--- config.mk ---
export PLATFORM = sky130hd
export DESIGN_NAME = bga_slave
export DESIGN_NICKNAME = d
export VERILOG_FILES = /design/src/bga_pkg.sv /design/src/bga_i2c.sv /design/src/bga_slave.sv
export VERILOG_INCLUDE_DIRS = /design/src
export SDC_FILE = /design/constraint.sdc
export NUM_CORES = 1
export LEC_CHECK = 0
export CAP_MARGIN = 15
export CORE_ASPECT_RATIO = 1.2
export CORE_UTILIZATION = 63
export DETAILED_ROUTE_END_ITERATION = 10
export DONT_BUFFER_PORTS = 1
export PLACE_DENSITY = 0.79
export SYNTH_ARGS = -nofsm -noshare
export SYNTH_HDL_FRONTEND = slang
export SYNTH_HIERARCHICAL = 1
export SYNTH_SLANG_ARGS = --single-unit
--- constraint.sdc ---
create_clock -name clock -period 2.5 [get_ports clock]
set_input_delay 0 -clock clock [delete_from_list [all_inputs] [get_ports clock]]
set_output_delay 0 -clock clock [all_outputs]
set_load 0.02 [all_outputs]
--- src/bga_map.svh ---
// Constants of the backplane slave: offsets, field positions, identity values, timings.
// Assumes inclusion by the design modules of this block.
`ifndef BGA_MAP_SVH
`define BGA_MAP_SVH
`define BGA_CLK_NS 5
`define BGA_I2C_HALF_NS 5000
`define BGA_I2C_HALF_CYC ((`BGA_I2C_HALF_NS + `BGA_CLK_NS - 1) / `BGA_CLK_NS)
`define BGA_AM_A32_SGL_U 6'h09
`define BGA_AM_A32_SGL_S 6'h0D
`define BGA_AM_A32_BLT_U 6'h0B
`define BGA_AM_A32_BLT_S 6'h0F
`define BGA_AM_CRCSR 6'h2F
`define BGA_OFS_CTRL 20'h00000
`define BGA_OFS_INT 20'h00004
`define BGA_OFS_STAT 20'h00008
`define BGA_OFS_I2C 20'h0000C
`define BGA_RAM_BASE 6'h01
`define BGA_CR_ID0 19'h0001F
`define BGA_CR_ID1 19'h00023
`define BGA_CSR_BAR 19'h7FFFF
`define BGA_CR_ID0_VAL 8'h43
`define BGA_CR_ID1_VAL 8'h52
`define BGA_TTC_LOW 6'h06
`define BGA_RAM_WAIT 3'h4
`define BGA_INT_LEVEL_LSB 8
`define BGA_I2C_RNW_BIT 16
`define BGA_I2C_BUSY_BIT 31
`endif

--- src/bga_pkg.sv ---
// Types of the backplane slave: states, address spaces, pin groups and identity records.
// Assumes bga_map.svh is reachable by bare name.
package bga_pkg;
  typedef enum logic [4:0] {
    S_IDLE = 5'h01, S_WAIT_DS = 5'h02, S_RAM = 5'h04, S_ACK = 5'h08, S_PASS = 5'h10
  } bga_slv_e;
  typedef enum logic [3:0] {
    I_IDLE = 4'h1, I_START = 4'h2, I_BIT = 4'h4, I_STOP = 4'h8
  } bga_i2c_e;
  typedef enum logic [1:0] {SP_NONE = 2'h0, SP_REG = 2'h1, SP_RAM = 2'h2, SP_CSR = 2'h3} bga_space_e;
  // Backplane input pins, sampled as one group.
  typedef struct packed {
    logic [31:1] addr;
    logic [5:0] am;
    logic [31:0] data;
    logic as_n;
    logic [1:0] ds_n;
    logic write_n;
    logic iack_n;
    logic iackin_n;
  } bga_vme_in_s;
  // Identities derived from the geographical address.
  typedef struct packed {
    logic [13:0] ttc_addr;
    logic [7:0] can_node;
    logic [31:0] vme_base;
    logic [23:0] csr_base;
    logic [2:0] fw_sel;
    logic crate;
  } bga_geo_s;
endpackage : bga_pkg

--- src/bga_i2c.sv ---
// Two-wire serial master that carries one address byte and one data byte.
// Assumes open-drain pins resolved outside; the data pin arrives asynchronously.
`timescale 1ns/1ps
`include "bga_map.svh"
module bga_i2c (
  input wire logic clock,
  input wire logic reset,
  input wire logic start,
  input wire logic [6:0] dev_addr,
  input wire logic rnw,
  input wire logic [7:0] wdata,
  input wire logic sda_in,
  output logic busy,
  output logic [7:0] rdata,
  output logic scl_oe,
  output logic sda_oe
);
  typedef struct packed {
    bga_pkg::bga_i2c_e st;
    logic [9:0] tmr;
    logic phase;
    logic [4:0] idx;
    logic [17:0] sh;
    logic [7:0] rx;
    logic [1:0] sync;
    logic scl_oe;
    logic sda_oe;
  } bga_i2c_s;
  localparam logic [9:0] HALF = 10'(`BGA_I2C_HALF_CYC - 1);
  bga_i2c_s r_reg, r_next;
  logic half_done;
  assign half_done = (r_reg.tmr == HALF);
  assign busy = (r_reg.st != bga_pkg::I_IDLE);
  assign rdata = r_reg.rx;
  assign scl_oe = r_reg.scl_oe;
  assign sda_oe = r_reg.sda_oe;
  // Bit sequencer: each bit is a low half then a high half of the clock line.
  always_comb begin
    r_next = r_reg;
    r_next.sync = {r_reg.sync[0], sda_in};
    r_next.tmr = half_done ? 10'h000 : r_reg.tmr + 10'h001;
    unique case (r_reg.st)
      bga_pkg::I_IDLE: begin
        r_next.tmr = 10'h000;
        if (start) begin
          r_next.st = bga_pkg::I_START;
          r_next.sda_oe = 1'b1;
          r_next.sh = {dev_addr, rnw, 1'b1, rnw ? 8'hFF : wdata, 1'b1};
          r_next.idx = 5'h00;
          r_next.phase = 1'b0;
        end
      end
      bga_pkg::I_START: begin
        if (half_done) begin
          r_next.st = bga_pkg::I_BIT;
          r_next.scl_oe = 1'b1;
        end
      end
      bga_pkg::I_BIT: begin
        if (half_done && !r_reg.phase) begin
          r_next.phase = 1'b1;
          r_next.scl_oe = 1'b0;
        end else if (half_done) begin
          r_next.phase = 1'b0;
          r_next.scl_oe = 1'b1;
          if (r_reg.idx >= 5'h09 && r_reg.idx <= 5'h10) begin
            r_next.rx = {r_reg.rx[6:0], r_reg.sync[1]};
          end
          r_next.sh = {r_reg.sh[16:0], 1'b1};
          r_next.idx = r_reg.idx + 5'h01;
          if (r_reg.idx == 5'h11) begin
            r_next.st = bga_pkg::I_STOP;
            r_next.sda_oe = 1'b1;
          end
        end else if (!r_reg.phase) begin
          r_next.sda_oe = ~r_reg.sh[17];
        end
      end
      bga_pkg::I_STOP: begin
        if (half_done && !r_reg.phase) begin
          r_next.phase = 1'b1;
          r_next.scl_oe = 1'b0;
        end else if (half_done) begin
          r_next.sda_oe = 1'b0;
          r_next.st = bga_pkg::I_IDLE;
        end
      end
    endcase
  end
  // State register.
  always_ff @(posedge clock) begin
    if (reset) begin
      r_reg <= '0;
      r_reg.st <= bga_pkg::I_IDLE;
      r_reg.sync <= 2'h3;
    end else begin
      r_reg <= r_next;
    end
  end
endmodule : bga_i2c

--- src/bga_slave.sv ---
// Backplane slave: geographical decode, register and results-memory access,
// configuration space, interrupter with latched sources and timing-receiver
// serial access. Assumes backplane pins resolved outside from output enables.
`timescale 1ns/1ps
`include "bga_map.svh"
module bga_slave (
  input wire logic clock,
  input wire logic reset,
  input wire logic [4:0] ga_n,
  input wire logic [2:0] crate_number_line,
  input wire bga_pkg::bga_vme_in_s vme_in,
  input wire logic [2:0] irq_source,
  input wire logic [31:0] ram_rdata,
  input wire logic i2c_sda_in,
  output logic [31:0] vme_data_out,
  output logic vme_data_oe,
  output logic vme_dtack_oe,
  output logic vme_iackout_n,
  output logic [7:1] vme_irq_oe,
  output logic [15:0] ram_addr,
  output logic ram_rd,
  output logic aux_out,
  output logic [1:0] clock_select,
  output bga_pkg::bga_geo_s geo,
  output logic i2c_scl_out,
  output logic i2c_scl_oe,
  output logic i2c_sda_out,
  output logic i2c_sda_oe
);
  typedef struct packed {
    bga_pkg::bga_slv_e st;
    bga_pkg::bga_vme_in_s v1;
    bga_pkg::bga_vme_in_s v2;
    logic [7:0] g1;
    logic [7:0] g2;
    logic [31:0] m1;
    logic [31:0] m2;
    logic [31:0] a_addr;
    logic a_wr;
    logic a_blt;
    bga_pkg::bga_space_e a_sp;
    logic [2:0] cnt;
    logic aux;
    logic [1:0] clk_sel;
    logic [7:0] vector;
    logic [2:0] level;
    logic [2:0] latched;
    logic pend;
    logic [31:0] dout;
    logic doe;
    logic dtack;
    logic iackout_n;
    logic [7:1] irq_oe;
    logic [15:0] ram_addr;
    logic ram_rd;
    logic i2c_go;
    logic [6:0] i2c_dev;
    logic i2c_rnw;
    logic [7:0] i2c_wd;
    bga_pkg::bga_geo_s geo;
  } bga_st_s;
  bga_st_s r_reg, r_next;
  logic i2c_busy;
  logic [7:0] i2c_rdata;
  logic [5:0] ga6;
  logic [31:0] rd_val;
  logic wr_int;
  logic [2:0] new_src;

  // ****************************************
  // Helper functions
  // ****************************************
  // Default firmware collection chosen from the slot number.
  function automatic logic [2:0] fw_of(input logic [4:0] slot);
    if (slot >= 5'h03 && slot <= 5'h09) return 3'h0;
    if (slot >= 5'h0A && slot <= 5'h0D) return 3'h3;
    if (slot >= 5'h0E && slot <= 5'h0F) return 3'h4;
    if (slot >= 5'h10 && slot <= 5'h12) return 3'h5;
    if (slot >= 5'h13 && slot <= 5'h14) return 3'h6;
    return 3'h7;
  endfunction : fw_of

  // Address space that an access with the given modifier and address hits.
  function automatic bga_pkg::bga_space_e space_of(input logic [5:0] am,
                                                   input logic [31:0] a,
                                                   input logic [4:0] slot);
    logic a32;
    a32 = (am == `BGA_AM_A32_SGL_U) || (am == `BGA_AM_A32_SGL_S) ||
          (am == `BGA_AM_A32_BLT_U) || (am == `BGA_AM_A32_BLT_S);
    if (am == `BGA_AM_CRCSR && a[23:19] == slot) return bga_pkg::SP_CSR;
    if (!a32 || a[31:26] != {1'b0, slot}) return bga_pkg::SP_NONE;
    if (a[25:18] == {2'h0, `BGA_RAM_BASE}) return bga_pkg::SP_RAM;
    if (a[25:20] == 6'h00) return bga_pkg::SP_REG;
    return bga_pkg::SP_NONE;
  endfunction : space_of

  // ****************************************
  // Derived values
  // ****************************************
  // Crate bit from the lowest crate line only, with the five slot lines.
  assign ga6 = r_reg.g2[5:0];
  assign wr_int = (r_reg.st == bga_pkg::S_WAIT_DS) && r_reg.v2.ds_n == 2'h0 && !r_reg.a_blt &&
                  r_reg.a_sp == bga_pkg::SP_REG && r_reg.a_wr &&
                  r_reg.a_addr[19:0] == `BGA_OFS_INT;
  assign new_src = irq_source & ~r_reg.latched;

  // Read value for register and configuration space.
  always_comb begin
    rd_val = 32'h0000_0000;
    if (r_reg.a_sp == bga_pkg::SP_CSR) begin
      unique case ({r_reg.a_addr[18:2], 2'h3})
        `BGA_CR_ID0: rd_val = {24'h000000, `BGA_CR_ID0_VAL};
        `BGA_CR_ID1: rd_val = {24'h000000, `BGA_CR_ID1_VAL};
        `BGA_CSR_BAR: rd_val = {24'h000000, ga6[4:0], 3'h0};
        default: rd_val = 32'h0000_0000;
      endcase
    end else begin
      unique case (r_reg.a_addr[19:0])
        `BGA_OFS_CTRL: rd_val = {29'h0, r_reg.clk_sel, r_reg.aux};
        `BGA_OFS_INT: rd_val = {21'h0, r_reg.level, r_reg.vector};
        `BGA_OFS_STAT: rd_val = {22'h0, ga6, r_reg.pend, r_reg.latched};
        `BGA_OFS_I2C: rd_val = {i2c_busy, 23'h0, i2c_rdata};
        default: rd_val = 32'h0000_0000;
      endcase
    end
  end

  // ****************************************
  // Next-state logic
  // ****************************************
  // Pin synchronisers, identities, interrupter and the slave cycle machine.
  always_comb begin
    r_next = r_reg;
    r_next.v1 = vme_in;
    r_next.v2 = r_reg.v1;
    r_next.g1 = {~crate_number_line, ~ga_n};
    r_next.g2 = r_reg.g1;
    r_next.m1 = ram_rdata;
    r_next.m2 = r_reg.m1;
    r_next.i2c_go = 1'b0;
    // Identities from slot and crate bit.
    r_next.geo.ttc_addr = {2'h0, ga6, `BGA_TTC_LOW};
    r_next.geo.can_node = {2'h0, ga6};
    r_next.geo.vme_base = {1'b0, ga6[4:0], 26'h0000000};
    r_next.geo.csr_base = {ga6[4:0], 19'h00000};
    r_next.geo.fw_sel = fw_of(ga6[4:0]);
    r_next.geo.crate = ga6[5];
    // Latched sources: a new event wins over a clear in the same cycle.
    r_next.latched = (r_reg.latched & {3{~wr_int}}) | new_src;
    if (wr_int) r_next.pend = 1'b0;
    if (new_src != 3'h0) r_next.pend = 1'b1;
    unique case (r_reg.st)
      bga_pkg::S_IDLE: begin
        if (!r_reg.v2.as_n) begin
          r_next.a_addr = {r_reg.v2.addr, 1'b0};
          r_next.a_wr = !r_reg.v2.write_n;
          r_next.a_blt = (r_reg.v2.am == `BGA_AM_A32_BLT_U) ||
                         (r_reg.v2.am == `BGA_AM_A32_BLT_S);
          r_next.a_sp = space_of(r_reg.v2.am, {r_reg.v2.addr, 1'b0}, ga6[4:0]);
          r_next.st = bga_pkg::S_WAIT_DS;
        end
      end
      bga_pkg::S_WAIT_DS: begin
        if (r_reg.v2.as_n) begin
          r_next.st = bga_pkg::S_IDLE;
        end else if (!r_reg.v2.iack_n && !r_reg.v2.ds_n[0] && !r_reg.v2.iackin_n) begin
          if (r_reg.pend && r_reg.level != 3'h0 && r_reg.a_addr[3:1] == r_reg.level) begin
            r_next.dout = {24'h000000, r_reg.vector};
            r_next.doe = 1'b1;
            r_next.dtack = 1'b1;
            r_next.pend = (new_src != 3'h0);
            r_next.st = bga_pkg::S_ACK;
          end else begin
            r_next.iackout_n = 1'b0;
            r_next.st = bga_pkg::S_PASS;
          end
        end else if (!r_reg.v2.iack_n || r_reg.v2.ds_n != 2'h0) begin
          r_next.st = r_reg.st;
        end else if (r_reg.a_sp == bga_pkg::SP_NONE ||
                     (r_reg.a_blt && r_reg.a_sp != bga_pkg::SP_RAM)) begin
          r_next.st = bga_pkg::S_PASS;
        end else if (r_reg.a_sp == bga_pkg::SP_RAM) begin
          if (r_reg.a_wr) begin
            r_next.st = bga_pkg::S_PASS;
          end else begin
            r_next.ram_addr = r_reg.a_addr[17:2];
            r_next.ram_rd = 1'b1;
            r_next.cnt = 3'h0;
            r_next.st = bga_pkg::S_RAM;
          end
        end else begin
          r_next.dtack = 1'b1;
          r_next.st = bga_pkg::S_ACK;
          if (!r_reg.a_wr) begin
            r_next.dout = rd_val;
            r_next.doe = 1'b1;
          end else if (r_reg.a_sp == bga_pkg::SP_REG) begin
            unique case (r_reg.a_addr[19:0])
              `BGA_OFS_CTRL: begin
                r_next.aux = r_reg.v2.data[0];
                r_next.clk_sel = r_reg.v2.data[2:1];
              end
              `BGA_OFS_INT: begin
                r_next.vector = r_reg.v2.data[7:0];
                r_next.level = r_reg.v2.data[`BGA_INT_LEVEL_LSB +: 3];
              end
              `BGA_OFS_I2C: begin
                r_next.i2c_go = !i2c_busy;
                r_next.i2c_wd = r_reg.v2.data[7:0];
                r_next.i2c_dev = r_reg.v2.data[14:8];
                r_next.i2c_rnw = r_reg.v2.data[`BGA_I2C_RNW_BIT];
              end
              default: r_next.aux = r_reg.aux;
            endcase
          end
        end
      end
      bga_pkg::S_RAM: begin
        r_next.cnt = r_reg.cnt + 3'h1;
        if (r_reg.cnt == `BGA_RAM_WAIT) begin
          r_next.ram_rd = 1'b0;
          r_next.dout = r_reg.m2;
          r_next.doe = 1'b1;
          r_next.dtack = 1'b1;
          r_next.st = bga_pkg::S_ACK;
        end
      end
      bga_pkg::S_ACK: begin
        if (r_reg.v2.ds_n == 2'h3) begin
          r_next.dtack = 1'b0;
          r_next.doe = 1'b0;
          if (!r_reg.v2.as_n && r_reg.a_blt) begin
            r_next.a_addr = r_reg.a_addr + 32'h0000_0004;
            r_next.st = bga_pkg::S_WAIT_DS;
          end else begin
            r_next.st = bga_pkg::S_PASS;
          end
        end
      end
      bga_pkg::S_PASS: begin
        if (r_reg.v2.as_n) begin
          r_next.iackout_n = 1'b1;
          r_next.st = bga_pkg::S_IDLE;
        end
      end
      default: r_next.st = bga_pkg::S_IDLE;
    endcase
    // Drive the chosen request line only while a request is pending.
    r_next.irq_oe = 7'h00;
    if (r_next.pend && r_reg.level != 3'h0) begin
      r_next.irq_oe = 7'(8'h01 << r_reg.level >> 1);
    end
  end

  // State register with reset values.
  always_ff @(posedge clock) begin
    if (reset) begin
      r_reg <= '0;
      r_reg.st <= bga_pkg::S_IDLE;
      r_reg.iackout_n <= 1'b1;
      r_reg.v1.as_n <= 1'b1;
      r_reg.v2.as_n <= 1'b1;
      r_reg.v1.ds_n <= 2'h3;
      r_reg.v2.ds_n <= 2'h3;
      r_reg.v1.iack_n <= 1'b1;
      r_reg.v2.iack_n <= 1'b1;
    end else begin
      r_reg <= r_next;
    end
  end

  // ****************************************
  // Serial access to the timing receiver
  // ****************************************
  bga_i2c u_i2c (
    .clock(clock),
    .reset(reset),
    .start(r_reg.i2c_go),
    .dev_addr(r_reg.i2c_dev),
    .rnw(r_reg.i2c_rnw),
    .wdata(r_reg.i2c_wd),
    .sda_in(i2c_sda_in),
    .busy(i2c_busy),
    .rdata(i2c_rdata),
    .scl_oe(i2c_scl_oe),
    .sda_oe(i2c_sda_oe)
  );

  // Outputs straight from the state register; the serial clock and data levels are tied low.
  assign vme_data_out = r_reg.dout;
  assign vme_data_oe = r_reg.doe;
  assign vme_dtack_oe = r_reg.dtack;
  assign vme_iackout_n = r_reg.iackout_n;
  assign vme_irq_oe = r_reg.irq_oe;
  assign ram_addr = r_reg.ram_addr;
  assign ram_rd = r_reg.ram_rd;
  assign aux_out = r_reg.aux;
  assign clock_select = r_reg.clk_sel;
  assign geo = r_reg.geo;
  assign i2c_scl_out = 1'b0;
  assign i2c_sda_out = 1'b0;
endmodule : bga_slave

Word level (Yosys, flattened, before mapping)
Index checks and enable logic that the tools add are counted.
{"block": "word_totals", "out_inout_bits": 148, "inputBits": 121, "wordCells": 378, "register_bits": 455}
{"block": "classes", "n_mux": 147, "n_eq_ne": 63, "addsub": 4, "reduce_logical": 72, "shifts": 1, "magnitude_cmp": 12, "n_bitwise": 19}
{"operator": "2-to-1 mux 34 bit", "count": 9}
{"operator": "2-to-1 mux 17 bit", "count": 10}
{"operator": "2-to-1 mux 32 bit", "count": 4}
{"operator": "one-hot mux 32 bit (2 select lines)", "count": 2}
{"operator": "one-hot mux 32 bit (4 select lines)", "count": 1}
{"operator": "2-to-1 mux 36 bit", "count": 2}
{"operator": "2-to-1 mux 71 bit", "count": 1}
{"operator": "2-to-1 mux 5 bit", "count": 12}
{"operator": "2-to-1 mux 1 bit", "count": 54}
{"operator": "one-hot mux 23 bit (2 select lines)", "count": 1}
{"operator": "2-to-1 mux 14 bit", "count": 3}
{"operator": "equality test 20 x 4 -> 1 bit (second input constant)", "count": 2}
{"operator": "2-to-1 mux 3 bit", "count": 12}
{"operator": "AND reduction 9 bit", "count": 4}
{"operator": "2-to-1 mux 35 bit", "count": 1}
{"operator": "2-to-1 mux 33 bit", "count": 1}
{"operator": "adder 32 x 3 -> 32 bit (second input constant)", "count": 1}
{"operator": "2-to-1 mux 31 bit", "count": 1}
{"operator": "inequality test 2 bit (second input constant)", "count": 15}
{"operator": "2-to-1 mux 4 bit", "count": 7}
{"operator": "AND reduction 7 bit", "count": 4}
{"operator": "one-hot mux 5 bit (5 select lines)", "count": 1}
{"operator": "equality test 6 x 4 -> 1 bit (second input constant)", "count": 4}
{"operator": "2-to-1 mux 2 bit", "count": 12}
{"operator": "other kinds (66)", "count": 154}

Depth between registers and ports, before layout
{"block": "logic_depth", "ltp_word": 25, "mapped_depth": 10, "depth_no_buf": 9}

By module
Netlist, hierarchy kept.
{"module": "bga_slave", "seq_area_each_um2": 6586.3, "n_inst": 1, "cells_each": 1370, "area_each_um2": 12630.9}
{"module": "bga_i2c", "seq_area_each_um2": 1001.0, "n_inst": 1, "cells_each": 286, "area_each_um2": 2487.4}

Least setup slack after synthesis
No wires, ideal clock.
{"block": "synth_timing", "path_kind": "register to register", "startpoint": "reg r_reg[186] in the netlist's numbering", "endpoint": "reg r_reg (netlist bit vme_data_out[6])", "required_time_ps": 2421, "synth_period_minus_slack_ps": 2036, "t_arrival_ps": 1956, "path_slack_ps": 464, "stages_incl_launch_ff": 10, "setup_time_ps": 79, "n_path_buf": 3, "cell_sequence": "dfxtp_1 buf_6 xor2_1 or4_4 o221ai_2 and3_1 buf_6 buf_6 nor2_1 a211oi_2"}
{"block": "synth_via", "elab_chain_cells": 10, "word_cells_on_any_way": 21, "cone_classes": "eq/ne: 8; mux: 10; reduce/logical: 3"}
{"item": "start: declaration", "line_no": "bga_slave.sv:62", "rtl": "bga_st_s r_reg, r_next;"}
{"item": "start signal: assignment", "line_no": "bga_slave.sv:268", "rtl": "r_reg <= r_next;"}
{"item": "equality test 20 x 4 -> 1 bit (tied with other cells)", "line_no": "bga_slave.sv:118", "rtl": "unique case (r_reg.a_addr[19:0])"}
{"item": "one-hot mux 32 bit (4 select lines) / one-hot mux 8 bit (3 select lines) (equally long branches)", "line_no": "bga_slave.sv:118, bga_slave.sv:111"}
{"item": "2-to-1 mux 32 bit", "line_no": "bga_slave.sv:110", "rtl": "if (r_reg.a_sp == bga_pkg::SP_CSR) begin"}
{"item": "2-to-1 mux 33 bit", "line_no": "bga_slave.sv:194", "rtl": "if (!r_reg.a_wr) begin"}
{"item": "2-to-1 mux 34 bit", "line_no": "bga_slave.sv:182", "rtl": "end else if (r_reg.a_sp == bga_pkg::SP_RAM) begin"}
{"item": "2-to-1 mux 34 bit", "line_no": "bga_slave.sv:179", "rtl": "end else if (r_reg.a_sp == bga_pkg::SP_NONE ||"}
{"item": "2-to-1 mux 34 bit", "line_no": "bga_slave.sv:177", "rtl": "end else if (!r_reg.v2.iack_n || r_reg.v2.ds_n != 2'h0) begin"}
{"item": "2-to-1 mux 34 bit", "line_no": "bga_slave.sv:166", "rtl": "end else if (!r_reg.v2.iack_n && !r_reg.v2.ds_n[0] && !r_reg.v2.iackin_n) begin"}
{"item": "2-to-1 mux 36 bit", "line_no": "bga_slave.sv:164", "rtl": "if (r_reg.v2.as_n) begin"}
{"item": "one-hot mux 32 bit (2 select lines)", "line_no": "bga_slave.sv:152", "rtl": "unique case (r_reg.st)"}
Several ways; a longest one is shown, not always the timed one. The select of a mux whose other input is x is not followed.
A chain may end at the register's enable or synchronous reset.

Final worst setup path
{"block": "layout_timing", "startpoint": "reg u_i2c/r_reg[31] in the netlist's numbering", "endpoint": "reg u_i2c.r_reg (netlist bit u_i2c/rdata[7])"}
{"block": "layout_via", "elab_chain_cells": 3, "word_cells_on_any_way": 4, "cone_classes": "order compare: 2; reduce/logical: 2"}
{"item": "start: declaration", "line_no": "bga_i2c.sv:30", "rtl": "bga_i2c_s r_reg, r_next;"}
{"item": "start signal: assignment", "line_no": "bga_i2c.sv:97", "rtl": "r_reg <= r_next;"}
{"item": "greater-or-equal comparator 5 x 4 -> 1 bit / less-or-equal comparator 5 bit (equally long branches)", "line_no": "bga_i2c.sv:66", "rtl": "if (r_reg.idx >= 5'h09 && r_reg.idx <= 5'h10) begin"}
{"item": "logical AND 1 bit *", "line_no": "bga_i2c.sv:66"}
{"item": "AND reduction 4 bit (no line) *"}
Every way passes the cells marked *; elsewhere a longest branch is shown, timed or not.

==> impl_metrics.csv <==
group,metric,value,unit
sta,period_share,98.7,%
cts,htree_levels,2,
cts,tritoncts,"built",
yosys,synth_common_cells,"379 x dfxtp_1, 193 x nor2b_1, 179 x nand2_1, 151 x buf_4, 117 x a21oi_1",
yosys,yosysSeqAreaShare,50.2,%
power,power,13.3,mW
power,peakVddDrop,0.584,mV
global_route,overflow,0,
yosys,ys_ff_latch,379,
detailed_routing,drt_iter0_drc,1173,
detailed_routing,ant_nets,0,
global_route,antenna_found_initial,6,
worst_setup_path,critPathMaxFanout,8,
power,p_leak,7.33,nW
sta,max_freq,405,MHz
layout,final_area,0.0187,mm2
cts,clkSinkCount,379,
cts,cts.root.buffer_cell,"clkbuf_16",
worst_setup_path,startpoint,"u_i2c/r_reg[31]",
worst_setup_path,worst_setup_path_start_kind,"register",
sta,rsz0062_at_grt,"true",
sta,fin_ws,0.0330,ns
worst_setup_path,worst_ep_required_time,2.91,ns
floorplanning,rows,61,
run_status,status,"finished with violations",
sta,relSlewSlack,37.7,%
placed_design,numPortBuffers,0,
yosys,synth_area_leaders,"dfxtp_1 50%, nor2b_1 8.0%, buf_4 7.5%, nand2_1 4.4%, a21oi_1 3.9%",
floorplanning,initial_core_util,64.7,%
floorplanning,core-area,0.0234,mm2
layout,stdcell_count,2183,
worst_setup_path,crit_chain,"inv_1 > ha_1 > or4_4 > a32oi_2 > nor3_4 > buf_6 > mux2i_1 > nor2_1 > dlygate4sd3_1",
global_route,track_usage,32.3,%
floorplanning,die-area,0.0246,mm2
worst_setup_path,arrival,2.88,ns
detailed_routing,avgViaCountPerCell,5.69,
placed_design,dpl_cell_area,0.0145,mm2
worst_setup_path,endpoint_kind,"register",
worst_setup_path,cp_slowest_stage_delay,0.58,ns
sta,fin_skew,0.0149,ns
placed_design,placed_cells,1823,
layout,fin_util,80.1,%
detailed_routing,wl,40500,um
run,max_cap_violations,0,
cts,path_clk_slew,0.07,ns
sta,tightest_slew,0.935,ns
sta,tns,0,ns
global_route,grt_start_max_net_pins,226,
yosys,synth_top_area_cell,"dfxtp_1",
yosys,synthArstFlopShare,0,%
detailed_routing,first_pass_iters,11,
placed_design,dp_slack,0.210,ns
yosys,synthCells,1656,
detailed_routing,wire_per_inst,18.6,um
run_status,failed_checks,"DRC",
worst_setup_path,path_class,"register to register",
yosys,yosysTopAreaCellShare,50.2,%
cts,clock_latency,0.53,ns
global_route,grt_pass1_vias,12200,
cts,cts_max_path_buffers,3,
floorplanning,pin_count,269,
sta,report.final.slew_viol_count,0,
detailed_routing,drc,1,
yosys,synth_enable_flop_cells,0,
layout,largest_reg_flops,154,
global_route,grt_pass1_wl,62000,um
cts,cts-buffers-inserted,36,
worst_hold_path,hp-class,"primary input to register",
placed_design,place_congestion,0.927,
yosys,ys_types,68,
yosys,synth_area,0.0151,mm2
yosys,yosysMostFrequentCell,"dfxtp_1",
floorplanning,dieHeight,172,um
power,pwr_density_cell,711,mW/mm2
sta,setup-violations-final,0,
yosys,ys_warn_count,6,
worst_setup_path,crit_slowest_cell,"dlygate4sd3_1",
sta,fin_crit,2.47,ns
sta,whs,0.0888,ns
yosys,avgSynthCellArea,9.13,um2
worst_setup_path,reg2reg_from,"u_i2c/r_reg[31]",
floorplanning,die_x,143,um
yosys,synth_flop_cell,"dfxtp_1",
sta,final_hold_viol_count,0,
layout,nets,1965,
layout,drive_gt1_share,9.13,%
layout,synthToLayoutAreaGrowth,23.8,%
detailed_routing,via_count,12400,
placed_design,dp_hpwl,21000,um
worst_hold_path,worst_hold_startpoint,"reset",
## cells by family (layout without fill, tap and decap cells)
group                    after synthesis  in the layout  share of synthesized area, %
XOR/XNOR                              25             25                          1.45
buffers and inverters                271            421                          11.0
other                                  1             63                        0.0248
AND/OR/NAND/NOR                      678            678                          23.5
AO/OA/AOI/OAI                        279            279                          12.1
multiplexers                          12             12                         0.795
flip-flops                           379            379                          50.2
adder cells (fa/ha/maj)               11             11                         0.910
## report_power, final
part	leakage [nW]	internal (mW)	switching (mW)
clock network	0.584	3.17	2.40
logic	3.65	0.601	0.623
registers	3.10	6.27	0.230
total	7.33	10.0	3.26
## per-layer routing
layer	GRT usage, %	wire [um]
met3	5.99	2430
met4	17.3	2010
met2	59.8	21200
met5	0	0
met1	34.3	14900
## cells in the final DEF (no fill, tap or decap), types with 6 or more instances in the layout
cell type / Yosys / routed
mux2i_1: 12 / 12
diode_2: 0 / 7
nor3_1: 32 / 32
a21oi_1: 117 / 117
a221oi_1: 21 / 20
or3_1: 9 / 9
clkbuf_16: 0 / 36
o31ai_1: 6 / 6
dfxtp_1: 379 / 370
a22oi_1: 9 / 9
or2_2: 11 / 11
xor2_1: 13 / 13
a222oi_1: 6 / 6
and2_1: 9 / 9
ha_1: 11 / 9
nand2_1: 179 / 179
buf_4: 151 / 44
nand3_1: 54 / 53
and3_1: 14 / 13
nand2b_1: 7 / 7
a211oi_1: 26 / 25
nor2_1: 109 / 109
nor2b_1: 193 / 191
nor4_1: 12 / 11
clkbuf_1: 70 / 7
dlygate4sd3_1: 0 / 280
inv_1: 25 / 25
nand4_1: 12 / 12
a311oi_2: 7 / 7
o21ai_0: 45 / 44
xnor2_1: 12 / 12
conb_1: 1 / 56
dfxtp_2: 0 / 9
a31oi_1: 10 / 10
nand3b_1: 7 / 7
## critical path: cells and delay by family (launching register included)
kind | cells | cell delay, ns
fa+ha+maj | 1 | 0.22
buf+inv | 3 | 0.80
compound gates | 1 | 0.24
mux | 1 | 0.18
flops | 1 | 0.37
simple gates | 3 | 0.54
## final cells by class
class | instances | area, um2
clock inverters | 18 | 216
inverters | 25 | 93.8
fillers | 1437 | 4640
flip-flops and latches | 379 | 7600
diodes | 7 | 17.5
well taps | 315 | 394
multi-input cells | 1061 | 6150
repair buffers | 330 | 3240
clock buffers | 48 | 996
## path summary, 6_finish.rpt
kind	to	slack, ns	depth (start not counted)
min	u_i2c/scl_oe	0.09	2
max	u_i2c/rdata[7]	0.03	9
min reg2reg	r_reg[182]	0.40	1
max reg2reg	u_i2c/rdata[7]	0.03	9
## timing repair
action,4_1_cts,5_1_grt
buffers inserted,0,6
hold buffers,281,0
endpoints found under the setup margin,0,19
hold endpoints to repair,371,0
resized for setup,0,27
Power figures use the tool's default switching activity.
